<file path="src/core/adcpm_defs.svh">
// timing counts, mode encodings and coding constants for the power-mode block
`ifndef ADCPM_DEFS_SVH
`define ADCPM_DEFS_SVH

`define ADCPM_CLK_MHZ 100
`define ADCPM_WAKE_NS 5000
// least wake time rounds up to whole mclk cycles
`define ADCPM_WAKE_CYC ((`ADCPM_WAKE_NS * `ADCPM_CLK_MHZ + 999) / 1000)
// conversion length in half periods of the converter clock (16.5 periods)
`define ADCPM_CONV_HALVES 33
`define ADCPM_PM_UP 2'b00
`define ADCPM_PM_PDBC 2'b01
`define ADCPM_PM_FULLPD 2'b10
`define ADCPM_PM_PARTBC 2'b11
`define ADCPM_RES_W 12
`define ADCPM_MIDSCALE 12'h800

`endif

</file>
<file path="src/core/adcpm_pkg.sv">
// types shared by the power-mode and coding block
package adcpm_pkg;
    typedef enum logic [2:0] {
        ADCPM_POWER_ON = 3'b001,
        ADCPM_POWER_FULL_OFF = 3'b010,
        ADCPM_POWER_PART_OFF = 3'b100
    } adcpm_power_t;

    typedef struct packed {
        logic core_en;
        logic ref_en;
    } adcpm_supply_t;
endpackage : adcpm_pkg

</file>
<file path="src/core/adcpm_sync.sv">
// three-flop synchroniser with agreement filter for pin inputs
`timescale 1ns/10ps
`default_nettype none
module adcpm_sync (
    input wire logic mclk,
    input wire logic rst,
    input wire logic pin_in,
    output var logic level_out
);
    logic s1_reg;
    logic s2_reg;
    logic s3_reg;
    // capture chain; s1 feeds only s2
    always_ff @(posedge mclk or posedge rst) begin
        if (rst) begin
            s1_reg <= 1'b1;
            s2_reg <= 1'b1;
            s3_reg <= 1'b1;
        end else begin
            s1_reg <= pin_in;
            s2_reg <= s1_reg;
            s3_reg <= s2_reg;
        end
    end
    // output follows once the second and third stages agree
    always_ff @(posedge mclk or posedge rst) begin
        if (rst) begin
            level_out <= 1'b1;
        end else if (s2_reg == s3_reg) begin
            level_out <= s3_reg;
        end
    end
endmodule : adcpm_sync
`default_nettype wire

</file>
<file path="src/core/adcpm_ctrl.sv">
// power-mode selection, conversion timing and output coding for the converter
`timescale 1ns/10ps
`default_nettype none
`include "adcpm_defs.svh"
// ============================================================
// power-mode and coding control
module adcpm_ctrl
    import adcpm_pkg::*;
(
    input wire logic mclk,
    input wire logic rst,
    input wire logic pwr_mgmt_wr,
    input wire logic pwr_mgmt_hi,
    input wire logic pwr_mgmt_lo,
    input wire logic sleep_n_pin,
    input wire logic conversion_start_pin,
    input wire logic master_clock_in,
    input wire logic bipolar_sel,
    input wire logic [11:0] raw_result,
    output var logic busy,
    output var logic ready,
    output var logic core_power_en,
    output var logic ref_power_en,
    output var logic [11:0] result_out,
    output var logic result_valid,
    output var logic [2:0] power_state
);
    // ============================================================
    // pin synchronisers
    logic sleep_n_s;
    logic cs_s;
    logic cclk_s;
    adcpm_sync u_sync_sleep (
        .mclk(mclk),
        .rst(rst),
        .pin_in(sleep_n_pin),
        .level_out(sleep_n_s)
    );
    adcpm_sync u_sync_cs (
        .mclk(mclk),
        .rst(rst),
        .pin_in(conversion_start_pin),
        .level_out(cs_s)
    );
    adcpm_sync u_sync_clk (
        .mclk(mclk),
        .rst(rst),
        .pin_in(master_clock_in),
        .level_out(cclk_s)
    );

    // ============================================================
    // management bits register
    logic [1:0] pm_reg;
    // hold bits until overwritten; zero after reset
    always_ff @(posedge mclk or posedge rst) begin
        if (rst) begin
            pm_reg <= 2'b00;
        end else if (pwr_mgmt_wr) begin
            pm_reg <= {pwr_mgmt_hi, pwr_mgmt_lo};
        end
    end

    // ============================================================
    // mode decode
    wire is_up = (pm_reg == `ADCPM_PM_UP) && sleep_n_s;
    wire is_full_bc = ((pm_reg == `ADCPM_PM_UP) && !sleep_n_s)
        || (pm_reg == `ADCPM_PM_PDBC);
    wire is_full_pd = (pm_reg == `ADCPM_PM_FULLPD);
    wire is_part_bc = (pm_reg == `ADCPM_PM_PARTBC);

    // ============================================================
    // edge detection on synchronised pins
    logic cs_d_reg;
    logic cclk_d_reg;
    always_ff @(posedge mclk or posedge rst) begin
        if (rst) begin
            cs_d_reg <= 1'b1;
            cclk_d_reg <= 1'b1;
        end else begin
            cs_d_reg <= cs_s;
            cclk_d_reg <= cclk_s;
        end
    end
    wire cs_fall = cs_d_reg && !cs_s;
    wire cs_rise = !cs_d_reg && cs_s;
    wire cclk_edge = cclk_d_reg != cclk_s;
    wire cclk_fall = cclk_d_reg && !cclk_s;

    // ============================================================
    // power state machine
    adcpm_power_t state_reg;
    adcpm_power_t state_next;
    logic [9:0] wake_reg;
    logic [9:0] wake_next;
    logic [5:0] half_reg;
    logic [5:0] half_next;
    logic armed_reg;
    logic armed_next;
    logic busy_reg;
    logic busy_next;
    wire conv_done = busy_reg && cclk_edge && (half_reg == 6'd1);

    // state, wake timer and conversion counter
    always_comb begin
        state_next = state_reg;
        wake_next = wake_reg;
        half_next = half_reg;
        armed_next = armed_reg;
        busy_next = busy_reg;
        // power state per present state
        case (state_reg)
            ADCPM_POWER_ON: begin
                // a finished conversion drops into the selected sleep state
                if (conv_done && is_full_bc) begin
                    state_next = ADCPM_POWER_FULL_OFF;
                end else if (conv_done && is_part_bc) begin
                    state_next = ADCPM_POWER_PART_OFF;
                end
            end
            ADCPM_POWER_FULL_OFF, ADCPM_POWER_PART_OFF: begin
                // start falling edge wakes the core unless held fully down
                if (cs_fall && !is_full_pd) begin
                    state_next = ADCPM_POWER_ON;
                end
            end
            default: begin
                state_next = ADCPM_POWER_ON;
            end
        endcase
        // wake timer: loaded on a waking edge, ready once it runs out
        if (cs_fall && state_reg != ADCPM_POWER_ON && !is_full_pd) begin
            wake_next = 10'(`ADCPM_WAKE_CYC);
        end else if (wake_reg != 10'd0) begin
            wake_next = wake_reg - 10'd1;
        end
        // rising start edge arms; conversion begins at next clock fall
        if (cs_rise && !busy_reg && state_reg == ADCPM_POWER_ON) begin
            armed_next = 1'b1;
        end
        if (armed_reg && cclk_fall) begin
            armed_next = 1'b0;
            busy_next = 1'b1;
            half_next = 6'(`ADCPM_CONV_HALVES);
        end else if (busy_reg && cclk_edge) begin
            half_next = half_reg - 6'd1;
            if (half_reg == 6'd1) begin
                busy_next = 1'b0;
            end
        end
        // mode driven transitions
        if (is_full_pd) begin
            state_next = ADCPM_POWER_FULL_OFF;
            busy_next = 1'b0;
            armed_next = 1'b0;
        end else if (is_up) begin
            state_next = ADCPM_POWER_ON;
        end
    end

    always_ff @(posedge mclk or posedge rst) begin
        if (rst) begin
            state_reg <= ADCPM_POWER_ON;
            wake_reg <= 10'd0;
            half_reg <= 6'd0;
            armed_reg <= 1'b0;
            busy_reg <= 1'b0;
        end else begin
            state_reg <= state_next;
            wake_reg <= wake_next;
            half_reg <= half_next;
            armed_reg <= armed_next;
            busy_reg <= busy_next;
        end
    end

    // ============================================================
    // supply enables
    adcpm_supply_t sup;
    assign sup.core_en = (state_reg == ADCPM_POWER_ON);
    assign sup.ref_en = (state_reg != ADCPM_POWER_FULL_OFF);

    // ============================================================
    // output coding
    function automatic logic [11:0] code_result(input logic bip, input logic [11:0] raw);
        code_result = bip ? (raw ^ `ADCPM_MIDSCALE) : raw;
    endfunction : code_result

    logic [11:0] result_reg;
    logic valid_reg;
    // latch coded result as conversion ends
    always_ff @(posedge mclk or posedge rst) begin
        if (rst) begin
            result_reg <= 12'h000;
            valid_reg <= 1'b0;
        end else begin
            valid_reg <= conv_done;
            if (conv_done) begin
                result_reg <= code_result(bipolar_sel, raw_result);
            end
        end
    end

    assign busy = busy_reg;
    assign ready = (state_reg == ADCPM_POWER_ON) && (wake_reg == 10'd0);
    assign core_power_en = sup.core_en;
    assign ref_power_en = sup.ref_en;
    assign result_out = result_reg;
    assign result_valid = valid_reg;
    assign power_state = state_reg;
endmodule : adcpm_ctrl
`default_nettype wire

</file>
<file path="config.mk">
export PLATFORM = sky130hd
export DESIGN_NAME = adcpm_ctrl
export DESIGN_NICKNAME = d
export VERILOG_FILES = /design/src/core/adcpm_pkg.sv /design/src/core/adcpm_sync.sv /design/src/core/adcpm_ctrl.sv
export VERILOG_INCLUDE_DIRS = /design/src /design/src/core
export SDC_FILE = /design/constraint.sdc
export NUM_CORES = 1
export LEC_CHECK = 0
export BUFFER_PORTS_ARGS = -buffer_cell sky130_fd_sc_hd__buf_2
export CORE_MARGIN = 4
export CORE_UTILIZATION = 49
export CTS_BUF_LIST = sky130_fd_sc_hd__clkbuf_16
export DETAILED_ROUTE_END_ITERATION = 6
export GPL_TIMING_DRIVEN = 0
export PLACE_DENSITY = 0.75
export SETUP_SLACK_MARGIN = 0.3
export SYNTH_ARGS = -nofsm -noshare
export SYNTH_HDL_FRONTEND = slang
export SYNTH_HIERARCHICAL = 1
export SYNTH_SLANG_ARGS = --single-unit
</file>
<file path="constraint.sdc">
create_clock -name mclk -period 1.9 [get_ports mclk]
set_input_delay 0.19 -clock mclk [delete_from_list [all_inputs] [get_ports mclk]]
set_output_delay 0.19 -clock mclk [all_outputs]
set_load 0.005 [all_outputs]
</file>
==> impl_metrics.py, run 1 <==
metrics = {
    "run_status": {
        "status": "finished, violations left",
        "violations": "negative setup slack",
    },
    "worst_hold_path": {
        "min_path_type": "in2async",
    },
    "synthesis": {
        "yosysWarnings": 6,
        "synth_top_family_by_area": "simple AND/OR/NAND/NOR gates",
        "syn-num-nets": 201,
        "yosys.area_share.xor_xnor_pct": 3.23,
        "avgSynthCellArea_sq_um": 12.3,
        "synth_fa_ha_area_share_pct": 3.87,
        "syn_area_sq_mm": 0.00217,
        "muxShareOfSynthArea_pct": 8.08,
        "synthCells": 176,
        "ys_seq_area_share_pct": 58.6,
        "ys_seq_elements": 50,
        "synthSimpleGateAreaFrac_pct": 15.3,
        "synth_compound_area_share_pct": 7.33,
        "yosysUniqueCellTypes": 40,
    },
    "setup_path": {
        "crit_top_cell": "buf_6",
        "required_ns": 2.07,
        "path_buf_inv": 4,
        "start_kind": "register",
        "crit_type": "reg2reg",
        "crit_slowest_cell": "dfstp_2",
        "reg2reg_from": "u_sync_clk/level_out$_DFFE_PP1N_",
        "cp_top_family": "flip-flops",
        "slowest_delay_ns": 0.54,
        "path_depth": 8,
        "ff2ff_path_depth": 8,
        "worstPathMaxFanout": 5,
        "worstSetupStartpoint": "u_sync_clk/level_out$_DFFE_PP1N_",
        "crit_path_end_kind": "register",
        "critPathArrivalTime_ns": 2.16,
        "path_cells": "inv_2 -> ha_4 -> and2b_1 -> buf_6 -> and4b_1 -> buf_6 -> buf_8 -> mux2_4",
    },
    "floorplan": {
        "core_area_sq_mm": 0.00414,
        "ios": 41,
        "die_area_sq_mm": 0.00555,
        "rows": 23,
        "initial_core_util_pct": 52.3,
        "die_y_microns": 74.5,
        "fp.dieW_microns": 74.5,
    },
    "run": {
        "cap_violations": 0,
    },
    "timing": {
        "tightest_slew_ns": 0.791,
        "finalClockSkew_ns": 0.00500,
        "rsz0062_at_grt": "true",
        "finalWorstSetupSlack_ns": -0.0894,
        "post-route-period-util_pct": 105,
        "tns_ns": -0.861,
        "slew_headroom_pct": 47.2,
        "slew_violations": 0,
        "hold_viol": 0,
        "period_needed_ns": 1.99,
        "timing.hold.ws_ns": 0.00399,
        "fmaxAchievable_ghz": 0.503,
        "setup_viol": 11,
    },
    "clock_tree": {
        "cts.reportedPaths.clkPinSlew_ns": 0.06,
        "numCtsBuffers": 5,
        "cts.sinks": 50,
        "htree_num_levels": 2,
        "cts_buffer_depth": 2,
        "cts_root_buffer": "clkbuf_16",
        "clk_latency_ns": 0.28,
        "cts_tree": "built",
    },
    "cells_and_area": {
        "layout.cells.non_filler": 294,
        "syn_to_final_growth_pct": 42.3,
        "fin_nets": 268,
        "num_antenna_cells": 0,
        "largest_reg_flops": 12,
        "drive_gt1_share_pct": 53.7,
    },
    "global_routing": {
        "grt_remaining_overflow": 0,
        "grt_pass1_vias": 1624,
        "antenna_found_initial": 0,
        "grt_pass1_wl_mm": 7.89,
        "grt_use_total_pct": 19.0,
        "grt_max_degree": 39,
    },
    "routing": {
        "route.detailed.drc": 0,
        "first_iter_violations": 97,
        "ant_nets": 0,
        "drt-total-wl_mm": 4.83,
        "wl_met1_mm": 2.00,
        "vias": 1575,
        "wl_met2_mm": 2.58,
        "top_layer": "met4",
        "firstDrtPassIters": 4,
        "vias_per_cell": 5.36,
        "routedWlPerCell_microns": 16.4,
        "wl_met3_microns": 139,
    },
    "placement": {
        "pre_cts_ws_ns": -0.117,
        "gp_congestion": 0.793,
        "placed_cells": 266,
        "port_buffers": 40,
        "place_hpwl_mm": 2.71,
    },
    "pwr": {
        "power_density_mw_per_mm2": 1300,
        "power_mw": 4.02,
        "vdd_drop_max_v": 0.000702,
        "p_leak_nw": 1.40,
    },
}
Yosys cell counts:
cell type,instances,area share [%]
o41ai_1,1,0.40
a311oi_1,1,0.40
or3b_1,2,0.81
a221oi_1,1,0.40
inv_1,10,1.7
ha_1,4,2.3
and2_2,1,0.35
nor4b_1,2,0.81
o21ai_0,3,0.69
o31ai_1,3,1.0
or3_1,3,0.87
nor2b_1,3,0.87
maj3_2,3,1.6
o21ai_1,2,0.46
nand3_1,4,0.92
a21oi_1,11,2.5
nor4_1,1,0.29
o311ai_0,1,0.40
xor2_1,5,2.0
mux2i_1,1,0.46
dfstp_2,15,18
a211oi_1,1,0.35
nor2_1,13,2.3
nor3b_2,2,1.2
dfrtp_1,35,40
and2b_1,1,0.35
nor3_1,5,1.2
mux2_4,5,3.5
nand4b_1,1,0.40
nand2b_1,5,1.4
o22ai_1,1,0.29
nand2_1,9,1.6
nand3b_1,2,0.69
nor3_2,1,0.46
o211ai_1,1,0.35
xnor2_1,3,1.2
buf_4,1,0.35
buf_6,3,1.6
and4b_1,2,0.92
mux2_2,8,4.2
worst register-to-register path: stages (launching register included):
cell and delay (ns):
dfstp_2 0.54, inv_2 0.05, ha_4 0.25, and2b_1 0.17
buf_6 0.11, and4b_1 0.17, buf_6 0.15, buf_8 0.14
mux2_4 0.29
cells by family (layout without fill, tap and decap cells):
| group | Yosys count | after routing |
|---|---|---|
| AOI/OAI and AO/OA | 26 | 26 |
| xor gates and xnor gates | 8 | 8 |
| adders and majority gates | 7 | 7 |
| buffers and inverters | 14 | 82 |
| DFF | 50 | 50 |
| muxes | 14 | 14 |
| and+or+nand+nor | 57 | 57 |
report_power, final:
group          leakage, nW  total (mW)  switching (mW)  internal, mW
Sequential           0.592        1.72           0.330          1.39
Clock               0.0896        1.06           0.362         0.696
Combinational        0.721        1.25           0.535         0.711
Total                 1.40        4.02            1.23          2.79
through the flow:
| stage | cell area [sq um] | utilization, % |
|---|---|---|
| floorplan | 2210 | - |
| global placement | 2470 | 59.6 |
| detailed placement | 2470 | 59.6 |
| CTS | 2950 | 71.2 |
| global route | 3090 | 74.5 |
| finish | 3090 | 74.5 |
path summary, 6_finish.rpt:
kind | slack (ns) | end
setup / recovery | -0.09 | result_out[2]$_DFFE_PP0P_
hold / removal | 0.004 | u_sync_sleep/level_out$_DFFE_PP1N_
setup reg to reg | -0.09 | result_out[2]$_DFFE_PP0P_
hold reg to reg | 0.36 | u_sync_cs/s2_reg$_DFF_PP1_
max in group asynchronous | 1.33 | half_reg[1]$_DFFE_PP0P_
min in group mclk | 0.13 | result_out[4]$_DFFE_PP0P_
layout make-up:
cell class	instances	area (sq um)
Fill cell	256	1060
Clock buffer	6	150
Sequential cell	50	1270
Tap cell	50	62.6
Inverter	10	37.5
Multi-Input combinational cell	112	1060
Clock inverter	2	33.8
Buffer	4	48.8
Timing Repair Buffer	60	419
timing repair:
action                     CTS  global route
gates resized for setup     29            18
pin swaps                    9             8
hold buffers                 3             0
setup endpoints to repair   24            33
cloned                       1             0
buffers inserted            13             3
hold endpoints to repair     3             0
metal layers:
layer | up-vias | global-route usage, %
met5 | - | 0
met4 | 0 | 6.92
met3 | 12 | 5.00
met2 | 26 | 31.3
met1 | 784 | 24.1
li1 | 753 | -
placed cells by master (no fill, tap or decap), drive strengths merged, types with 4 or more instances in the layout:
master and count:
nand3 4, nand2b 5, buf 61, nor2 13
nor3 6, dfstp 15, mux2 13, xor2 5
nand2 9, clkbuf 6, dfrtp 35, a21oi 11
o21ai 5, ha 4, inv 10
Note: power is estimated with default switching activity, not from simulation.
==> run 2: changes to the inputs <==
--- a/config.mk
+++ b/config.mk
@@ -14,6 +14,7 @@
 export GPL_TIMING_DRIVEN = 0
 export PLACE_DENSITY = 0.75
 export SETUP_SLACK_MARGIN = 0.3
+export SKIP_LAST_GASP = 1
 export SYNTH_ARGS = -nofsm -noshare
 export SYNTH_HDL_FRONTEND = slang
 export SYNTH_HIERARCHICAL = 1
==> constraint.sdc (replaced) <==
create_clock -name mclk -period 1.6 [get_ports mclk]
set_input_delay 0.16 -clock mclk [delete_from_list [all_inputs] [get_ports mclk]]
set_output_delay 0.16 -clock mclk [all_outputs]
set_load 0.005 [all_outputs]
==> impl_metrics.py, run 2 (same netlist as run 1, synthesis figures left out) <==
metrics = {
    "placement": {
        "pre_cts_ws_ns": -0.429,
        "place_hpwl_mm": 2.74,
        "gp_congestion": 0.729,
        "placed_cell_area_sq_mm": 0.00248,
        "port_buffers": 40,
    },
    "clock_tree": {
        "cts_tree": "built",
        "numCtsBuffers": 5,
        "cts.sinks": 50,
        "cts.reportedPaths.clkPinSlew_ns": 0.07,
        "cts_buffer_depth": 2,
        "clk_latency_ns": 0.29,
        "cts_root_buffer": "clkbuf_16",
        "htree_num_levels": 2,
    },
    "cells_and_area": {
        "final_common_cell": "buf_2",
        "final_cell_mix": "buf_2, dfrtp_1, buf_6, buf_4, dfstp_2",
        "final_area_sq_mm": 0.00322,
        "num_antenna_cells": 0,
        "fin_nets": 284,
        "largest_reg_flops": 12,
        "drive_gt1_share_pct": 59.6,
        "final_core_util_pct": 77.7,
        "n_fill_cell": 240,
        "syn_to_final_growth_pct": 48.5,
    },
    "timing": {
        "timing.hold.ws_ns": 0.0991,
        "tightest_slew_ns": 0.808,
        "setup_viol": 30,
        "slew_headroom_pct": 46.1,
        "fmaxAchievable_ghz": 0.498,
        "rsz0062_at_grt": "true",
        "slew_violations": 0,
        "post-route-period-util_pct": 126,
        "hold_viol": 0,
        "finalClockSkew_ns": 0.00669,
        "finalWorstSetupSlack_ns": -0.409,
        "tns_ns": -8.39,
        "period_needed_ns": 2.01,
    },
    "run": {
        "cap_violations": 0,
    },
    "run_status": {
        "status": "finished, violations left",
        "violations": "negative setup slack",
    },
    "pwr": {
        "p_leak_nw": 1.50,
        "vdd_drop_max_v": 0.00107,
        "power_density_mw_per_mm2": 1450,
    },
    "routing": {
        "first_iter_violations": 92,
        "ant_nets": 0,
        "firstDrtPassIters": 4,
        "vias_per_cell": 5.26,
        "route.detailed.drc": 0,
        "routedWlPerCell_microns": 16.4,
        "drt-total-wl_mm": 5.07,
        "vias": 1632,
    },
    "worst_hold_path": {
        "hp-start": "raw_result[3]",
        "min_path_type": "in2reg",
        "holdPathStages": 2,
        "min_delay_worst_endpoint": "result_out[3]$_DFFE_PP0P_",
    },
    "floorplan": {
        "initial_core_util_pct": 52.3,
        "die_y_microns": 74.5,
        "rows": 23,
        "core_area_sq_mm": 0.00414,
        "die_area_sq_mm": 0.00555,
        "fp.dieW_microns": 74.5,
        "ios": 41,
    },
    "setup_path": {
        "path_cells": "inv_2 -> ha_4 -> and2b_1 -> buf_6 -> and4b_1 -> buf_6 -> buf_8 -> mux2_4",
        "critPathArrivalTime_ns": 2.18,
        "crit_slowest_cell": "dfstp_2",
        "crit_type": "reg2reg",
        "r2r_slack_ns": -0.41,
        "crit_path_end_kind": "register",
        "worstPathMaxFanout": 6,
        "worstSetupStartpoint": "u_sync_clk/level_out$_DFFE_PP1N_",
        "crit_top_cell": "buf_6",
        "slowest_delay_ns": 0.54,
        "ff2ff_path_depth": 8,
        "timing.rr.end": "result_out[0]$_DFFE_PP0P_",
        "start_kind": "register",
        "required_ns": 1.77,
        "reg2reg_from": "u_sync_clk/level_out$_DFFE_PP1N_",
    },
    "global_routing": {
        "grt_pass1_wl_mm": 7.62,
        "grt_use_total_pct": 18.3,
        "antenna_found_initial": 0,
        "grt_max_degree": 39,
        "grt_remaining_overflow": 0,
        "grt_pass1_vias": 1602,
    },
}
-- run 2: changes by cell type in the layout (fill, tap and decap cells not counted), sizes merged --
cell / change
dlygate4sd3: +1
bufinv: -1
clkinvlp: +1
clkbuf: -1
clkinv: +1
buf: +15
-- run 2: layer usage --
metal	GRT usage (%)	share of wire [%]
met1	24.6	43
met2	28.4	52
met3	4.32	3.1
met4	7.91	1.7
met5	0	0
-- run 2: what timing repair did --
action                                  4_1_cts  5_1_grt
pin swaps                                    18       15
gates cloned                                  1        0
endpoints found under the setup margin       36       37
endpoints found under the hold margin        15        0
buffers inserted                             22        9
hold buffers                                  4        0
gates resized for setup                      40       22
-- run 2: power breakdown --
part / switching, mW / internal, mW
Combinational: 0.664 / 0.952
Sequential: 0.390 / 1.65
Clock: 0.443 / 0.571
Total: 1.50 / 3.17
-- run 2: through the flow --
stage                     cells  total power, mW
after floorplan             176             2.67
after global placement      266             3.01
after detailed placement    266             3.05
after CTS                   301             4.49
after global routing        310             4.93
final                       310             4.67
-- run 2: cell type report --
cell class,count,area [sq um],share of cell area (%)
clock inverters,3,16.3,0.505
well taps,50,62.6,1.94
flip-flops and latches,50,1270,39.4
repair buffers,76,588,18.3
clock buffers,5,125,3.89
plain buffers,4,48.8,1.52
multi-input cells,112,1070,33.3
inverters,10,37.5,1.17
-- run 2: how the worst max path moves through the flow --
stage | to | cells after the start
finish | result_out[0]$_DFFE_PP0P_ | 8
global route | result_out[0]$_DFFE_PP0P_ | 8
CTS | result_out[0]$_DFFE_PP0P_ | 8
detailed placement | result_out[0]$_DFFE_PP0P_ | 8
global placement | result_out[0]$_DFFE_PP0P_ | 8
floorplan | result_out[0]$_DFFE_PP0P_ | 8
-- run 2: critical path, delay by kind of cell, from the launching register on --
kind / cells / cell delay (ns)
flops: 1 / 0.54
buf+inv: 4 / 0.45
simple gates: 2 / 0.36
mux: 1 / 0.29
fa+ha+maj: 1 / 0.25
==> run 3: changes to the inputs <==
--- a/config.mk
+++ b/config.mk
@@ -13,6 +13,7 @@
 export DETAILED_ROUTE_END_ITERATION = 6
 export GPL_TIMING_DRIVEN = 0
 export PLACE_DENSITY = 0.75
+export REMOVE_ABC_BUFFERS = 1
 export SETUP_SLACK_MARGIN = 0.3
 export SKIP_LAST_GASP = 1
 export SYNTH_ARGS = -nofsm -noshare
==> impl_metrics.py, run 3 (same netlist as run 1, synthesis figures left out) <==
metrics = {
    "pwr": {
        "power_density_mw_per_mm2": 1560,
        "p_leak_nw": 1.47,
        "vdd_drop_max_v": 0.000842,
    },
    "global_routing": {
        "grt_max_degree": 39,
        "grt_pass1_vias": 1806,
        "grt_remaining_overflow": 0,
        "grt_use_total_pct": 20.4,
        "antenna_found_initial": 0,
        "grt_pass1_wl_mm": 8.50,
    },
    "routing": {
        "first_iter_violations": 96,
        "routedWlPerCell_microns": 19.9,
        "drt-total-wl_mm": 6.04,
        "route.detailed.drc": 0,
        "ant_nets": 0,
        "vias": 1738,
        "firstDrtPassIters": 4,
        "vias_per_cell": 5.72,
    },
    "setup_path": {
        "crit_slowest_cell": "dfstp_2",
        "start_kind": "register",
        "required_ns": 1.78,
        "worstSetupStartpoint": "u_sync_clk/level_out$_DFFE_PP1N_",
        "crit_path_end_kind": "register",
        "path_depth": 6,
        "reg2reg_from": "u_sync_clk/level_out$_DFFE_PP1N_",
        "r2r_slack_ns": -0.30,
        "critPathArrivalTime_ns": 2.08,
        "timing.rr.end": "result_out[7]$_DFFE_PP0P_",
        "cp_top_family": "simple AND/OR/NAND/NOR gates",
        "worstPathMaxFanout": 5,
        "path_cells": "inv_2 -> ha_4 -> and2b_2 -> and4b_4 -> buf_12 -> mux2_4",
        "ff2ff_path_depth": 6,
        "crit_type": "reg2reg",
        "endpoint": "result_out[7]$_DFFE_PP0P_",
        "slowest_delay_ns": 0.54,
        "path_buf_inv": 2,
    },
    "cells_and_area": {
        "drive_gt1_share_pct": 57.9,
        "final_cell_mix": "buf_2, dfrtp_1, dfstp_2, buf_4, buf_6",
        "syn_to_final_growth_pct": 46.4,
        "final_common_cell": "buf_2",
        "fin_nets": 278,
        "final_core_util_pct": 76.6,
        "final_area_sq_mm": 0.00317,
        "n_fill_cell": 259,
        "num_antenna_cells": 0,
        "regArea_sq_mm": 0.00127,
        "multi_input_area_sq_mm": 0.00109,
        "largest_reg_flops": 12,
    },
    "timing": {
        "rsz0062_at_grt": "true",
        "tightest_slew_ns": 0.806,
        "finalWorstSetupSlack_ns": -0.301,
        "slew_headroom_pct": 46.2,
        "setup_viol": 33,
        "slew_violations": 0,
        "fmaxAchievable_ghz": 0.526,
        "hold_viol": 0,
        "period_needed_ns": 1.90,
        "finalClockSkew_ns": 0.00675,
        "post-route-period-util_pct": 119,
    },
    "worst_hold_path": {
        "min_path_type": "in2reg",
    },
    "placement": {
        "port_buffers": 40,
        "place_hpwl_mm": 2.93,
        "placed_cell_area_sq_mm": 0.00239,
        "gp_congestion": 0.795,
    },
    "clock_tree": {
        "htree_num_levels": 2,
        "clk_latency_ns": 0.29,
        "cts_buffer_depth": 2,
        "numCtsBuffers": 5,
        "cts_root_buffer": "clkbuf_16",
        "cts_tree": "built",
        "cts.reportedPaths.clkPinSlew_ns": 0.07,
        "cts.sinks": 50,
    },
    "floorplan": {
        "fp.dieW_microns": 74.5,
        "ios": 41,
        "die_y_microns": 74.5,
        "die_area_sq_mm": 0.00555,
        "rows": 23,
        "initial_core_util_pct": 52.3,
        "core_area_sq_mm": 0.00414,
    },
    "run_status": {
        "violations": "negative setup slack",
        "status": "finished, violations left",
    },
    "run": {
        "cap_violations": 0,
    },
}
==> run 3: worst min-delay path by stage <==
stage / from / to / depth (start not counted)
after floorplan: rst / u_sync_clk/level_out$_DFFE_PP1N_ / 1
after global placement: rst / u_sync_cs/s1_reg$_DFF_PP1_ / 2
after detailed placement: conversion_start_pin / u_sync_cs/s1_reg$_DFF_PP1_ / 1
after CTS: raw_result[3] / result_out[3]$_DFFE_PP0P_ / 2
after global routing: raw_result[4] / result_out[4]$_DFFE_PP0P_ / 2
final: raw_result[2] / result_out[2]$_DFFE_PP0P_ / 2
==> run 3: what timing repair did <==
action	4_1_cts	5_1_grt
endpoints found under the hold margin	15	0
endpoints found under the setup margin	37	36
pin swaps	21	15
gates cloned	2	0
hold buffers	4	0
gates resized for setup	55	20
buffers inserted	17	11
==> run 3: metal layers <==
metal | track usage [%] | routed length (microns) | vias to the layer above
met4 | 9.29 | 216 | 0
met3 | 4.73 | 265 | 21
li1 | - | - | 771
met1 | 24.3 | 2350 | 873
met2 | 35.0 | 3200 | 73
met5 | 0 | 0 | -
==> run 3: report_power, final <==
group          total [mW]  leakage, nW  switching [mW]  internal [mW]
clock                1.04       0.0750           0.464          0.574
sequential           2.08        0.592           0.435           1.65
combinational        1.83        0.805           0.771           1.06
==> run 3: area by class of cell <==
cell class | instances | area share [%]
Multi-Input combinational cell | 112 | 34.2
Tap cell | 50 | 1.97
Clock inverter | 3 | 0.552
Inverter | 10 | 1.18
Timing Repair Buffer | 74 | 18.1
Clock buffer | 5 | 3.94
Sequential cell | 50 | 40.0
==> run 3: through the flow <==
stage | setup TNS [ns] | total power, mW | setup WS [ns] | instances | hold slack, ns
2_1_floorplan | -9.43 | 2.58 | -0.639 | 172 | 0.115
3_3_place_gp | -14.83 | 2.92 | -0.899 | 262 | 0.265
3_5_place_dp | -15.53 | 2.99 | -0.928 | 262 | 0.267
4_1_cts | -4.46 | 4.48 | -0.289 | 293 | 0.0979
5_1_grt | -6.73 | 5.17 | -0.329 | 304 | 0.0978
6_report | -5.30 | 4.95 | -0.301 | 304 | 0.0930
